--- src/rtl/isp_defines.svh ---
// Constants of the two-wire register slave port.
`ifndef ISP_DEFINES_SVH
`define ISP_DEFINES_SVH
`define ISP_ADDR_FIXED  5'h14
`define ISP_TOP_REG     4'hB
`define ISP_REG_COUNT   12
`define ISP_BYTE_BITS   4'h8
`define ISP_PH_ADDR     2'h0
`define ISP_PH_PTR      2'h1
`define ISP_PH_DATA     2'h2
`define ISP_FIFO_DEPTH  8
`endif

--- src/rtl/isp_pkg.sv ---
// Types shared by the two-wire register slave port.
package isp_pkg;
   typedef enum logic [4:0] {
      ST_IDLE = 5'b00001,
      ST_RECV = 5'b00010,
      ST_ACK  = 5'b00100,
      ST_SEND = 5'b01000,
      ST_RACK = 5'b10000
   } isp_state_t;
endpackage

--- src/rtl/isp_slave_port.sv ---
// Two-wire slave port giving a bus master access to the configuration registers.
`include "isp_defines.svh"

// Notes on behaviour
// STOP ends frame anywhere, except START's pulse.
// Master never sends STOP in START's pulse.
// Hold SDA low through ninth pulse after writes.
// Master may retry after a missing acknowledge.
// Master acknowledges reads, NACK and STOP last.
// Write frame: address, pointer, data bytes, STOP.
// Second write byte loads the pointer, acknowledged.
// Data bytes stored at pointer and acknowledged.
// Pointer advances after each stored byte.
// Write pointer saturates at the top register.
// Read address acknowledged, then data transmitted.
// Read right after START begins at register zero.
// Transmitted bit valid at SCL rising edge.
// Pointer advances after each transmitted byte.
// STOP accepted after any read byte, bus released.
// Pointer write, repeated START, read keeps pointer.
// Read pointer stops at the top register.
// Two strap inputs choose one of four addresses.
// Hold input low enables the serial port.
// SDA open drain: pull low or release.
// START and STOP are SDA edges with SCL high.
// SDA changes only while SCL low.
// Bytes are eight bits, MSB first, plus acknowledge.
// Repeated START starts new address phase.
// Fixed upper address bits, others ignored.
// Both lines pass two-stage synchronisers.
module isp_slave_port
   import isp_pkg::*;
#(
   parameter int FIFO_DEPTH = `ISP_FIFO_DEPTH
) (
   input  wire logic       clock,
   input  wire logic       rst,
   input  wire logic       sclIn,
   input  wire logic       sdaIn,
   output logic            sdaOut,
   output logic            sdaOe,
   input  wire logic       addrSelectLow,
   input  wire logic       addrSelectHigh,
   input  wire logic       procHoldN,
   input  wire logic       cfgStall,
   input  wire logic [3:0] cfgRdAddr,
   output logic      [7:0] cfgRdData,
   output logic            frameActive
);
   initial begin
      if (FIFO_DEPTH < 2) $error("isp_slave_port: FIFO_DEPTH too small");
   end

   // ----------------------------------------------------------------
   // Pin synchronisers and bus condition detection
   // ----------------------------------------------------------------
   logic [1:0] sclSync_ff;
   logic [1:0] sdaSync_ff;
   logic [1:0] selLowSync_ff;
   logic [1:0] selHighSync_ff;
   logic [1:0] holdSync_ff;
   logic       sclDly_ff;
   logic       sdaDly_ff;
   logic       startHigh_ff;

   always_ff @(posedge clock) begin
      if (rst) begin
         sclSync_ff     <= 2'h3;
         sdaSync_ff     <= 2'h3;
         selLowSync_ff  <= 2'h0;
         selHighSync_ff <= 2'h0;
         holdSync_ff    <= 2'h3;
         sclDly_ff      <= 1'b1;
         sdaDly_ff      <= 1'b1;
      end else begin
         sclSync_ff     <= {sclSync_ff[0], sclIn};
         sdaSync_ff     <= {sdaSync_ff[0], sdaIn};
         selLowSync_ff  <= {selLowSync_ff[0], addrSelectLow};
         selHighSync_ff <= {selHighSync_ff[0], addrSelectHigh};
         holdSync_ff    <= {holdSync_ff[0], procHoldN};
         sclDly_ff      <= sclSync_ff[1];
         sdaDly_ff      <= sdaSync_ff[1];
      end
   end

   wire sclNow   = sclSync_ff[1];
   wire sdaNow   = sdaSync_ff[1];
   wire sclRise  = sclNow && !sclDly_ff;
   wire sclFall  = !sclNow && sclDly_ff;
   wire portEn   = !holdSync_ff[1];
   wire startDet = portEn && sclNow && sclDly_ff && sdaDly_ff && !sdaNow;
   wire stopRaw  = sclNow && sclDly_ff && !sdaDly_ff && sdaNow;
   // A STOP inside the same high pulse as a START is not honoured.
   wire stopDet  = stopRaw && !startHigh_ff;

   always_ff @(posedge clock) begin
      if (rst) startHigh_ff <= 1'b0;
      else if (startDet) startHigh_ff <= 1'b1;
      else if (sclFall) startHigh_ff <= 1'b0;
   end

   // ----------------------------------------------------------------
   // Byte engine state
   // ----------------------------------------------------------------
   isp_state_t state_ff;
   isp_state_t nxt_state;
   logic [3:0] bitCnt_ff;
   logic [3:0] nxt_bitCnt;
   logic [7:0] shift_ff;
   logic [7:0] nxt_shift;
   logic [1:0] phase_ff;
   logic [1:0] nxt_phase;
   logic [3:0] ptr_ff;
   logic [3:0] nxt_ptr;
   logic       ptrSet_ff;
   logic       nxt_ptrSet;
   logic       goRead_ff;
   logic       nxt_goRead;
   logic       mAck_ff;
   logic       nxt_mAck;
   logic       sdaOe_ff;
   logic       nxt_sdaOe;
   logic       push;
   logic [7:0] memRdData;
   logic       fifoInReady;
   logic       fifoOutValid;
   logic [11:0] fifoOutData;

   wire [6:0] ownAddr   = {`ISP_ADDR_FIXED, selHighSync_ff[1], selLowSync_ff[1]};
   wire       byteDone  = (state_ff == ST_RECV) && sclFall && (bitCnt_ff == `ISP_BYTE_BITS);
   wire       addrHit   = shift_ff[7:1] == ownAddr;
   wire       readDir   = shift_ff[0];
   wire       sendDone  = (state_ff == ST_SEND) && sclFall && (bitCnt_ff == `ISP_BYTE_BITS);
   wire       ptrAtTop  = ptr_ff == `ISP_TOP_REG;
   wire [3:0] ptrInc    = ptrAtTop ? `ISP_TOP_REG : ptr_ff + 4'h1;
   wire       ptrOver   = shift_ff > {4'h0, `ISP_TOP_REG};
   wire [3:0] ptrLoad   = ptrOver ? `ISP_TOP_REG : shift_ff[3:0];

   always_comb begin
      nxt_state  = state_ff;
      nxt_bitCnt = bitCnt_ff;
      nxt_shift  = shift_ff;
      nxt_phase  = phase_ff;
      nxt_ptr    = ptr_ff;
      nxt_ptrSet = ptrSet_ff;
      nxt_goRead = goRead_ff;
      nxt_mAck   = mAck_ff;
      nxt_sdaOe  = sdaOe_ff;
      push       = 1'b0;
      if (stopDet) begin
         nxt_state  = ST_IDLE;
         nxt_sdaOe  = 1'b0;
         nxt_ptrSet = 1'b0;
      end else if (startDet) begin
         nxt_state  = ST_RECV;
         nxt_bitCnt = 4'h0;
         nxt_phase  = `ISP_PH_ADDR;
         nxt_goRead = 1'b0;
         nxt_sdaOe  = 1'b0;
      end else begin
         unique case (state_ff)
            ST_IDLE: begin
               nxt_sdaOe = 1'b0;
            end
            ST_RECV: begin
               if (sclRise) begin
                  nxt_shift  = {shift_ff[6:0], sdaNow};
                  nxt_bitCnt = bitCnt_ff + 4'h1;
               end else if (byteDone) begin
                  nxt_state = ST_ACK;
                  nxt_sdaOe = 1'b1;
                  if (phase_ff == `ISP_PH_ADDR) begin
                     if (!addrHit) begin
                        nxt_state = ST_IDLE;
                        nxt_sdaOe = 1'b0;
                     end else if (readDir) begin
                        nxt_goRead = 1'b1;
                        if (!ptrSet_ff) nxt_ptr = 4'h0;
                        nxt_ptrSet = 1'b0;
                     end else begin
                        nxt_phase = `ISP_PH_PTR;
                     end
                  end else if (phase_ff == `ISP_PH_PTR) begin
                     nxt_ptr    = ptrLoad;
                     nxt_ptrSet = 1'b1;
                     nxt_phase  = `ISP_PH_DATA;
                  end else if (fifoInReady) begin
                     push    = 1'b1;
                     nxt_ptr = ptrInc;
                  end else begin
                     // Busy: no acknowledge, the master may retry.
                     nxt_state = ST_IDLE;
                     nxt_sdaOe = 1'b0;
                  end
               end
            end
            ST_ACK: begin
               if (sclFall) begin
                  nxt_bitCnt = 4'h0;
                  if (goRead_ff) begin
                     nxt_state = ST_SEND;
                     nxt_shift = memRdData;
                     nxt_sdaOe = !memRdData[7];
                  end else begin
                     nxt_state = ST_RECV;
                     nxt_sdaOe = 1'b0;
                  end
               end
            end
            ST_SEND: begin
               if (sclRise) begin
                  nxt_bitCnt = bitCnt_ff + 4'h1;
               end else if (sendDone) begin
                  nxt_state = ST_RACK;
                  nxt_sdaOe = 1'b0;
                  nxt_ptr   = ptrInc;
               end else if (sclFall) begin
                  nxt_shift = {shift_ff[6:0], 1'b0};
                  nxt_sdaOe = !shift_ff[6];
               end
            end
            ST_RACK: begin
               if (sclRise) begin
                  nxt_mAck = !sdaNow;
               end else if (sclFall) begin
                  nxt_bitCnt = 4'h0;
                  if (mAck_ff) begin
                     nxt_state = ST_SEND;
                     nxt_shift = memRdData;
                     nxt_sdaOe = !memRdData[7];
                  end else begin
                     nxt_state = ST_IDLE;
                  end
               end
            end
         endcase
      end
   end

   always_ff @(posedge clock) begin
      if (rst) begin
         state_ff  <= ST_IDLE;
         bitCnt_ff <= 4'h0;
         shift_ff  <= 8'h00;
         phase_ff  <= `ISP_PH_ADDR;
         ptr_ff    <= 4'h0;
         ptrSet_ff <= 1'b0;
         goRead_ff <= 1'b0;
         mAck_ff   <= 1'b0;
         sdaOe_ff  <= 1'b0;
      end else begin
         state_ff  <= nxt_state;
         bitCnt_ff <= nxt_bitCnt;
         shift_ff  <= nxt_shift;
         phase_ff  <= nxt_phase;
         ptr_ff    <= nxt_ptr;
         ptrSet_ff <= nxt_ptrSet;
         goRead_ff <= nxt_goRead;
         mAck_ff   <= nxt_mAck;
         sdaOe_ff  <= nxt_sdaOe;
      end
   end

   logic frameActive_ff;
   always_ff @(posedge clock) begin
      if (rst) frameActive_ff <= 1'b0;
      else frameActive_ff <= nxt_state != ST_IDLE;
   end

   // The pin is only ever pulled low or released.
   assign sdaOut      = 1'b0;
   assign sdaOe       = sdaOe_ff;
   assign frameActive = frameActive_ff;

   // ----------------------------------------------------------------
   // Write buffer and register storage
   // ----------------------------------------------------------------
   isp_fifo #(.WIDTH(12), .DEPTH(FIFO_DEPTH)) u_fifo (
      .clock    (clock),
      .rst      (rst),
      .inValid  (push),
      .inReady  (fifoInReady),
      .inData   ({ptr_ff, shift_ff}),
      .outValid (fifoOutValid),
      .outReady (!cfgStall),
      .outData  (fifoOutData)
   );

   isp_reg_mem #(.AW(4), .DW(8), .DEPTH(`ISP_REG_COUNT)) u_mem (
      .clock   (clock),
      .rst     (rst),
      .wrEn    (fifoOutValid && !cfgStall),
      .wrAddr  (fifoOutData[11:8]),
      .wrData  (fifoOutData[7:0]),
      .rdAddrA (ptr_ff),
      .rdDataA (memRdData),
      .rdAddrB (cfgRdAddr),
      .rdDataB (cfgRdData)
   );

   // ----------------------------------------------------------------
   // Assertions
   // ----------------------------------------------------------------
   chk_stop_ends_frame: assert property (@(posedge clock) disable iff (rst)
      stopDet |=> state_ff == ST_IDLE && !sdaOe_ff)
      else $error("STOP did not end the frame");
   chk_write_ack_hold: assert property (@(posedge clock) disable iff (rst)
      (byteDone && phase_ff == `ISP_PH_DATA && fifoInReady && !stopDet && !startDet)
      |=> sdaOe_ff && state_ff == ST_ACK)
      else $error("Write acknowledge not raised");
   chk_ack_held: assert property (@(posedge clock) disable iff (rst)
      (state_ff == ST_ACK && !sclFall && !stopDet && !startDet)
      |=> sdaOe_ff && state_ff == ST_ACK)
      else $error("Acknowledge released before the ninth pulse ended");
   chk_ptr_load_value: assert property (@(posedge clock) disable iff (rst)
      (byteDone && phase_ff == `ISP_PH_PTR && !stopDet && !startDet) |=> ptr_ff == $past(ptrLoad))
      else $error("Pointer byte not loaded");
   chk_ptr_write_incr: assert property (@(posedge clock) disable iff (rst)
      push |=> ptr_ff == (($past(ptr_ff) == `ISP_TOP_REG) ? `ISP_TOP_REG : $past(ptr_ff) + 4'h1))
      else $error("Pointer did not advance after write");
   chk_read_from_zero: assert property (@(posedge clock) disable iff (rst)
      (byteDone && phase_ff == `ISP_PH_ADDR && addrHit && readDir && !ptrSet_ff
       && !stopDet && !startDet) |=> ptr_ff == 4'h0 && goRead_ff)
      else $error("Plain read did not start at register zero");
   chk_read_keeps_ptr: assert property (@(posedge clock) disable iff (rst)
      (byteDone && phase_ff == `ISP_PH_ADDR && addrHit && readDir && ptrSet_ff
       && !stopDet && !startDet) |=> ptr_ff == $past(ptr_ff))
      else $error("Indexed read lost the pointer");
   chk_sda_stable_high: assert property (@(posedge clock) disable iff (rst)
      (state_ff == ST_SEND && sclRise && !stopDet && !startDet) |=> $stable(sdaOe_ff))
      else $error("Transmit bit changed at SCL rise");
   chk_read_ptr_top: assert property (@(posedge clock) disable iff (rst)
      (sendDone && ptrAtTop && !stopDet && !startDet) |=> ptr_ff == `ISP_TOP_REG)
      else $error("Read pointer passed top register");
   chk_foreign_addr: assert property (@(posedge clock) disable iff (rst)
      (byteDone && phase_ff == `ISP_PH_ADDR && !addrHit && !stopDet && !startDet)
      |=> state_ff == ST_IDLE && !sdaOe_ff)
      else $error("Foreign address was answered");
   cov_write_data: cover property (@(posedge clock) disable iff (rst) push);
   cov_read_byte: cover property (@(posedge clock) disable iff (rst) sendDone);
   cov_stop_in_read: cover property (@(posedge clock) disable iff (rst)
      stopDet && state_ff == ST_RACK);
endmodule // isp_slave_port

--- src/rtl/isp_fifo.sv ---
// Small synchronous FIFO with valid and ready on both sides.
module isp_fifo #(
   parameter int WIDTH = 12,
   parameter int DEPTH = 8
) (
   input  wire logic             clock,
   input  wire logic             rst,
   input  wire logic             inValid,
   output logic                  inReady,
   input  wire logic [WIDTH-1:0] inData,
   output logic                  outValid,
   input  wire logic             outReady,
   output logic      [WIDTH-1:0] outData
);
   localparam int AW = $clog2(DEPTH);
   initial begin
      if (DEPTH < 2 || (1 << AW) != DEPTH) $error("isp_fifo: DEPTH must be a power of two");
   end
   logic [WIDTH-1:0] mem [DEPTH];
   logic [AW:0]      wrPtr_ff;
   logic [AW:0]      rdPtr_ff;
   wire              doPush = inValid && inReady;
   wire              doPop  = outValid && outReady;
   assign inReady  = (wrPtr_ff - rdPtr_ff) != (AW+1)'(DEPTH);
   assign outValid = wrPtr_ff != rdPtr_ff;
   assign outData  = mem[rdPtr_ff[AW-1:0]];
   always_ff @(posedge clock) begin
      if (rst) begin
         wrPtr_ff <= '0;
         rdPtr_ff <= '0;
      end else begin
         if (doPush) wrPtr_ff <= wrPtr_ff + 1'b1;
         if (doPop) rdPtr_ff <= rdPtr_ff + 1'b1;
      end
   end
   always_ff @(posedge clock) begin
      if (doPush) mem[wrPtr_ff[AW-1:0]] <= inData;
   end
endmodule // isp_fifo

--- src/rtl/isp_reg_mem.sv ---
// Register storage: one write port, two registered read ports.
module isp_reg_mem #(
   parameter int AW    = 4,
   parameter int DW    = 8,
   parameter int DEPTH = 12
) (
   input  wire logic          clock,
   input  wire logic          rst,
   input  wire logic          wrEn,
   input  wire logic [AW-1:0] wrAddr,
   input  wire logic [DW-1:0] wrData,
   input  wire logic [AW-1:0] rdAddrA,
   output logic      [DW-1:0] rdDataA,
   input  wire logic [AW-1:0] rdAddrB,
   output logic      [DW-1:0] rdDataB
);
   initial begin
      if (DEPTH > (1 << AW)) $error("isp_reg_mem: DEPTH exceeds address range");
   end
   logic [DW-1:0] regs [DEPTH];
   always_ff @(posedge clock) begin
      if (rst) begin
         for (int i = 0; i < DEPTH; i++) regs[i] <= '0;
      end else if (wrEn && int'(wrAddr) < DEPTH) begin
         regs[wrAddr] <= wrData;
      end
   end
   always_ff @(posedge clock) begin
      if (rst) begin
         rdDataA <= '0;
         rdDataB <= '0;
      end else begin
         rdDataA <= (int'(rdAddrA) < DEPTH) ? regs[rdAddrA] : '0;
         rdDataB <= (int'(rdAddrB) < DEPTH) ? regs[rdAddrB] : '0;
      end
   end
endmodule // isp_reg_mem

--- config.mk ---
export PLATFORM = sky130hd
export DESIGN_NAME = isp_slave_port
export DESIGN_NICKNAME = d
export VERILOG_FILES = /design/src/rtl/isp_pkg.sv /design/src/rtl/isp_slave_port.sv /design/src/rtl/isp_fifo.sv /design/src/rtl/isp_reg_mem.sv
export VERILOG_INCLUDE_DIRS = /design/src /design/src/rtl
export SDC_FILE = /design/constraint.sdc
export NUM_CORES = 1
export LEC_CHECK = 0
export BUFFER_PORTS_ARGS = -buffer_cell sky130_fd_sc_hd__buf_2
export CAP_MARGIN = 20
export CELL_PAD_IN_SITES_DETAIL_PLACEMENT = 1
export CELL_PAD_IN_SITES_GLOBAL_PLACEMENT = 1
export CORE_UTILIZATION = 45
export DETAILED_ROUTE_END_ITERATION = 12
export PLACE_DENSITY = 0.74
export RECOVER_POWER = 100
export SKIP_CTS_REPAIR_TIMING = 1
export SLEW_MARGIN = 10
export SYNTH_ARGS = -nofsm -noshare
export SYNTH_HDL_FRONTEND = slang
export SYNTH_HIERARCHICAL = 1
export SYNTH_SLANG_ARGS = --single-unit
--- constraint.sdc ---
create_clock -name clock -period 4.2 [get_ports clock]
set_input_delay 0.84 -clock clock [delete_from_list [all_inputs] [get_ports clock]]
set_output_delay 0.84 -clock clock [all_outputs]
set_load 0.1 [all_outputs]
==> reports/qor_table.md <==
| Result | This run | Unit |
|:---|:---|:---|
| Number of warnings printed during yosys synthesis | 6 | - |
| Setup TNS | 0 | ns |
| Count of endpoints failing hold in the final timing report | 0 | - |
| First-iteration detailed-routing DRC count | 536 | - |
| Synth top area share | 46.52 | % |
| Global-route total usage across every layer | 23.35 | % |
| Total grt overflow | 0 | - |
| Portion of the post-synthesis area used by sequential elements | 57.51 | % |
| Smallest setup slack after layout | 0.5176 | ns |
| Worst Min Path Start | sclSync_ff[0] | - |
| Status | finished with violations | - |
| Class of the most critical hold timing path | flip-flop to flip-flop | - |
| Vias per std cell | 6.000 | - |
| Floorplan die area | 28210 | sq um |
| Worst Path Required | 4.37 | ns |
| Antenna Diode Count | 0 | - |
| Clock-pin transition on the worst setup and hold timing paths | 0.06 | ns |
| Number of flops mapped to enable cells by yosys | 192 | - |
| Cell taking the most area after synthesis | sky130_fd_sc_hd__edfxtp_1 | - |
| Switching portion of total power | 21.75 | % |
| Slack of the worst reg-to-reg path | 0.52 | ns |
| Switching pwr | 1210 | uW |
| Post-layout net count | 970 | - |
| Cell internal power dissipation | 4354 | uW |
| Count of distinct cell types in the synthesized netlist | 82 | - |
| Gp weighted congestion | 0.8232 | - |
| Final period utilization | 87.68 | % |
| Fmax | 271.6 | MHz |
| Synth top area cells | sky130_fd_sc_hd__edfxtp_1 47%, sky130_fd_sc_hd__dfxtp_1 11%, sky130_fd_sc_hd__mux4_2 7.3% | - |
| Endpoint kind of the worst setup timing path | flip-flop | - |
| Via Count | 7878 | - |
| RSZ-0062 raised after global routing | no | - |
| Iteration count of the initial detailed-routing pass | 5 | - |
| Buffers on Ports | 21 | - |
| Hold path cells | 1 | - |
| Tightest Pin Transition | 2.382 | ns |
| Slew Limit Fails | 114 | - |
| Post-place instance area | 12870 | sq um |
| Cell Count, Final, Fillers Out | 1313 | - |
| Hold worst-path end | sclSync_ff[1] | - |
| DP HPWL | 22480 | um |
| Max-cap violations | 3 | - |
| TritonCTS clock tree | yes | - |
| Share of cells above drive strength 1 | 16.67 | % |
| Number of global-route vias before repair | 8343 | - |
| Synth async-reset ratio | 0 | % |
| Max_slew headroom | -58.83 | % |
| Initial core utilization | 45.98 | % |
| Proportion of power drawn by combinational gates | 4.1 | % |
| Core footprint | 26950 | sq um |
| Leakage dissipation | 0.004618 | uW |
| Violated checks | capacitance limit, slew limit | - |
| Clock insertion delay at the later pin of the skew report | 0.55 | ns |
| Clock power share | 45.4 | % |
| Reg-to-reg critical path endpoint | u_mem/regs[3][7] | - |
| Row Count | 60 | - |
| Sequential share of power | 50.5 | % |
| Wire length of the first global-routing pass | 49880 | um |
| Minimum clock period after layout | 3.682 | ns |
| Power per cell area | 407.6 | nW/um^2 |
| Count of clock tree sinks | 260 | - |
| Number of cells after detailed placement | 1261 | - |
| Worst Reg2Reg Path Length in Cells | 6 | - |
| Area of the mapped netlist | 12390 | sq um |
| Clock root buffer | sky130_fd_sc_hd__clkbuf_16 | - |
| Number of antenna violations at the first check in global routing | 0 | - |
| Drt wl/cell | 24.79 | um |
| Arrival time reported for the critical path endpoint | 3.86 | ns |
| Top flip-flop cell by instance count after synthesis | sky130_fd_sc_hd__edfxtp_1 | - |
| Final setup violation count | 0 | - |
| Die Y-Extent | 168.0 | um |
| Antenna viol nets, final | 0 | - |
| Overall routed net length | 32550 | um |
| Horizontal extent of the die | 168.0 | um |
| H-tree levels | 1 | - |
| Cts bufs inserted | 28 | - |
| Gate count of the mapped netlist | 929 | - |
| Clock Skews | 0.02255 | ns |
| Kind of start point of the critical path | flip-flop | - |
| Worst slack after detailed placement | 0.8172 | ns |
| Synthesis-to-layout area growth | 10.15 | % |
| Total I/O pin count | 23 | - |
| DRC errors left | 0 | - |
| Setup CP Type | flip-flop to flip-flop | - |
| Total of flip-flops plus latches after synthesis | 260 | - |
| Peak supply drop | 0.2558 | mV |
| Maximum clock path buffer count | 3 | - |
| Mean instance size in the synthesized netlist | 13.34 | sq um |
| Layout fillers | 2709 | - |
| Net count after synthesis | 949 | - |
| Largest net degree at the start of global routing | 52 | - |
| Utilization of the core after routing | 50.65 | % |
| Critical-path maximum fanout | 10 | - |
| Area of all placed cells without fillers | 13650 | sq um |
cells by family after synthesis:
group                    Yosys count  share of synthesized area (%)
buffers and inverters             73                          2.897
other                              1                        0.03026
flip-flops                       260                          57.51
XOR/XNOR                          14                          1.100
multiplexers                     128                          14.53
AND/OR/NAND/NOR                  304                          14.59
AO/OA/AOI/OAI                    141                          8.542
adder cells (fa/ha/maj)            8                         0.8077
worst max path at each step:
stage	depth (start not counted)	slack, ns	endpoint
after global placement	10	0.94	u_fifo/mem[1][8]
after detailed placement	10	0.82	u_fifo/mem[2][11]
after CTS	6	0.81	u_fifo/mem[2][1]
final	6	0.52	u_mem/regs[3][7]
after global routing	6	0.27	u_mem/regs[10][0]
after floorplan	9	0.64	u_fifo/mem[0][0]
power by group through the flow:
stage          sequential, uW  combinational, uW  clock, uW
3_3_place_gp             2860                226          0
4_1_cts                  2810                231       2580
6_report                 2810                228       2520
3_5_place_dp             2860                229          0
2_1_floorplan            2900                127          0
5_1_grt                  2820                241       2670
critical path, stage by stage (launching register included):
cell                       delay (ns)
sky130_fd_sc_hd__dfxtp_1         0.76
sky130_fd_sc_hd__mux4_2          0.60
sky130_fd_sc_hd__mux2_2          0.32
sky130_fd_sc_hd__or4b_4          0.58
sky130_fd_sc_hd__nor2_2          0.12
sky130_fd_sc_hd__clkbuf_1        0.36
sky130_fd_sc_hd__or2_0           0.57
layout make-up:
class / instances / area [sq um] / area share, %
Multi-Input combinational cell: 596 / 4848 / 35.52
Inverter: 17 / 63.81 / 0.4675
Tap cell: 341 / 426.7 / 3.126
Sequential cell: 260 / 7127 / 52.21
Clock buffer: 39 / 833.3 / 6.104
Timing Repair Buffer: 47 / 227.7 / 1.668
Clock inverter: 13 / 123.9 / 0.9074
sequential cells by signal (all words and copies together) (netlist names), 4 cells and up, named ones only:
register	cells
bitCnt_ff	4
ptr_ff	4
shift_ff	8
state_ff	5
u_fifo/mem	96
u_fifo/rdPtr_ff	4
u_fifo/wrPtr_ff	4
u_mem/rdDataA	8
u_mem/rdDataB	8
u_mem/regs	96
synth_stat cells, types with 4 or more instances:
master / count
sky130_fd_sc_hd__a211oi_2: 9
sky130_fd_sc_hd__a21oi_1: 22
sky130_fd_sc_hd__a221o_1: 7
sky130_fd_sc_hd__a221oi_1: 7
sky130_fd_sc_hd__a22oi_1: 11
sky130_fd_sc_hd__a31oi_1: 10
sky130_fd_sc_hd__and2_1: 100
sky130_fd_sc_hd__buf_2: 11
sky130_fd_sc_hd__buf_4: 8
sky130_fd_sc_hd__buf_6: 5
sky130_fd_sc_hd__clkbuf_1: 28
sky130_fd_sc_hd__dfxtp_1: 68
sky130_fd_sc_hd__edfxtp_1: 192
sky130_fd_sc_hd__ha_1: 8
sky130_fd_sc_hd__inv_1: 17
sky130_fd_sc_hd__mux2_2: 13
sky130_fd_sc_hd__mux2i_1: 73
sky130_fd_sc_hd__mux4_2: 40
sky130_fd_sc_hd__nand2_1: 22
sky130_fd_sc_hd__nand2b_1: 8
sky130_fd_sc_hd__nand3_1: 22
sky130_fd_sc_hd__nand4_1: 8
sky130_fd_sc_hd__nor2_1: 48
sky130_fd_sc_hd__nor2b_1: 19
sky130_fd_sc_hd__nor3_1: 11
sky130_fd_sc_hd__nor4_1: 7
sky130_fd_sc_hd__o211ai_1: 5
sky130_fd_sc_hd__o21ai_0: 19
sky130_fd_sc_hd__o221ai_1: 6
sky130_fd_sc_hd__o31ai_1: 4
sky130_fd_sc_hd__or2_2: 23
sky130_fd_sc_hd__xnor2_1: 7
sky130_fd_sc_hd__xor2_1: 6
routing by layer:
layer,vias to the layer above,part of all wire (%),track usage (%)
li1,3593,-,-
met1,4033,42,29.88
met2,195,50,41.00
met3,57,4.4,2.985
met4,0,2.8,7.738
met5,-,0,0
placed cells by master (no fill, tap or decap), drive strengths merged, types with 10 or more instances in the layout:
cell	count
buf	18
dfxtp	68
nor2	51
or2	24
nor2b	19
and2	101
o21ai	20
a22oi	11
clkbuf	68
inv	17
mux2	15
mux4	40
nor3	13
nand3	22
a21oi	22
mux2i	73
a31oi	10
a211oi	12
nor4	10
edfxtp	192
nand2	22
stage by stage:
step | hold WS [ns] | power (uW)
detailed placement | 0.3964 | 3093
finish | 0.4164 | 5564
global route | 0.4287 | 5727
global placement | 0.3973 | 3086
CTS | 0.4187 | 5619
floorplan | 0.3895 | 3023
No activity file was read; power rests on OpenSTA's default activity.
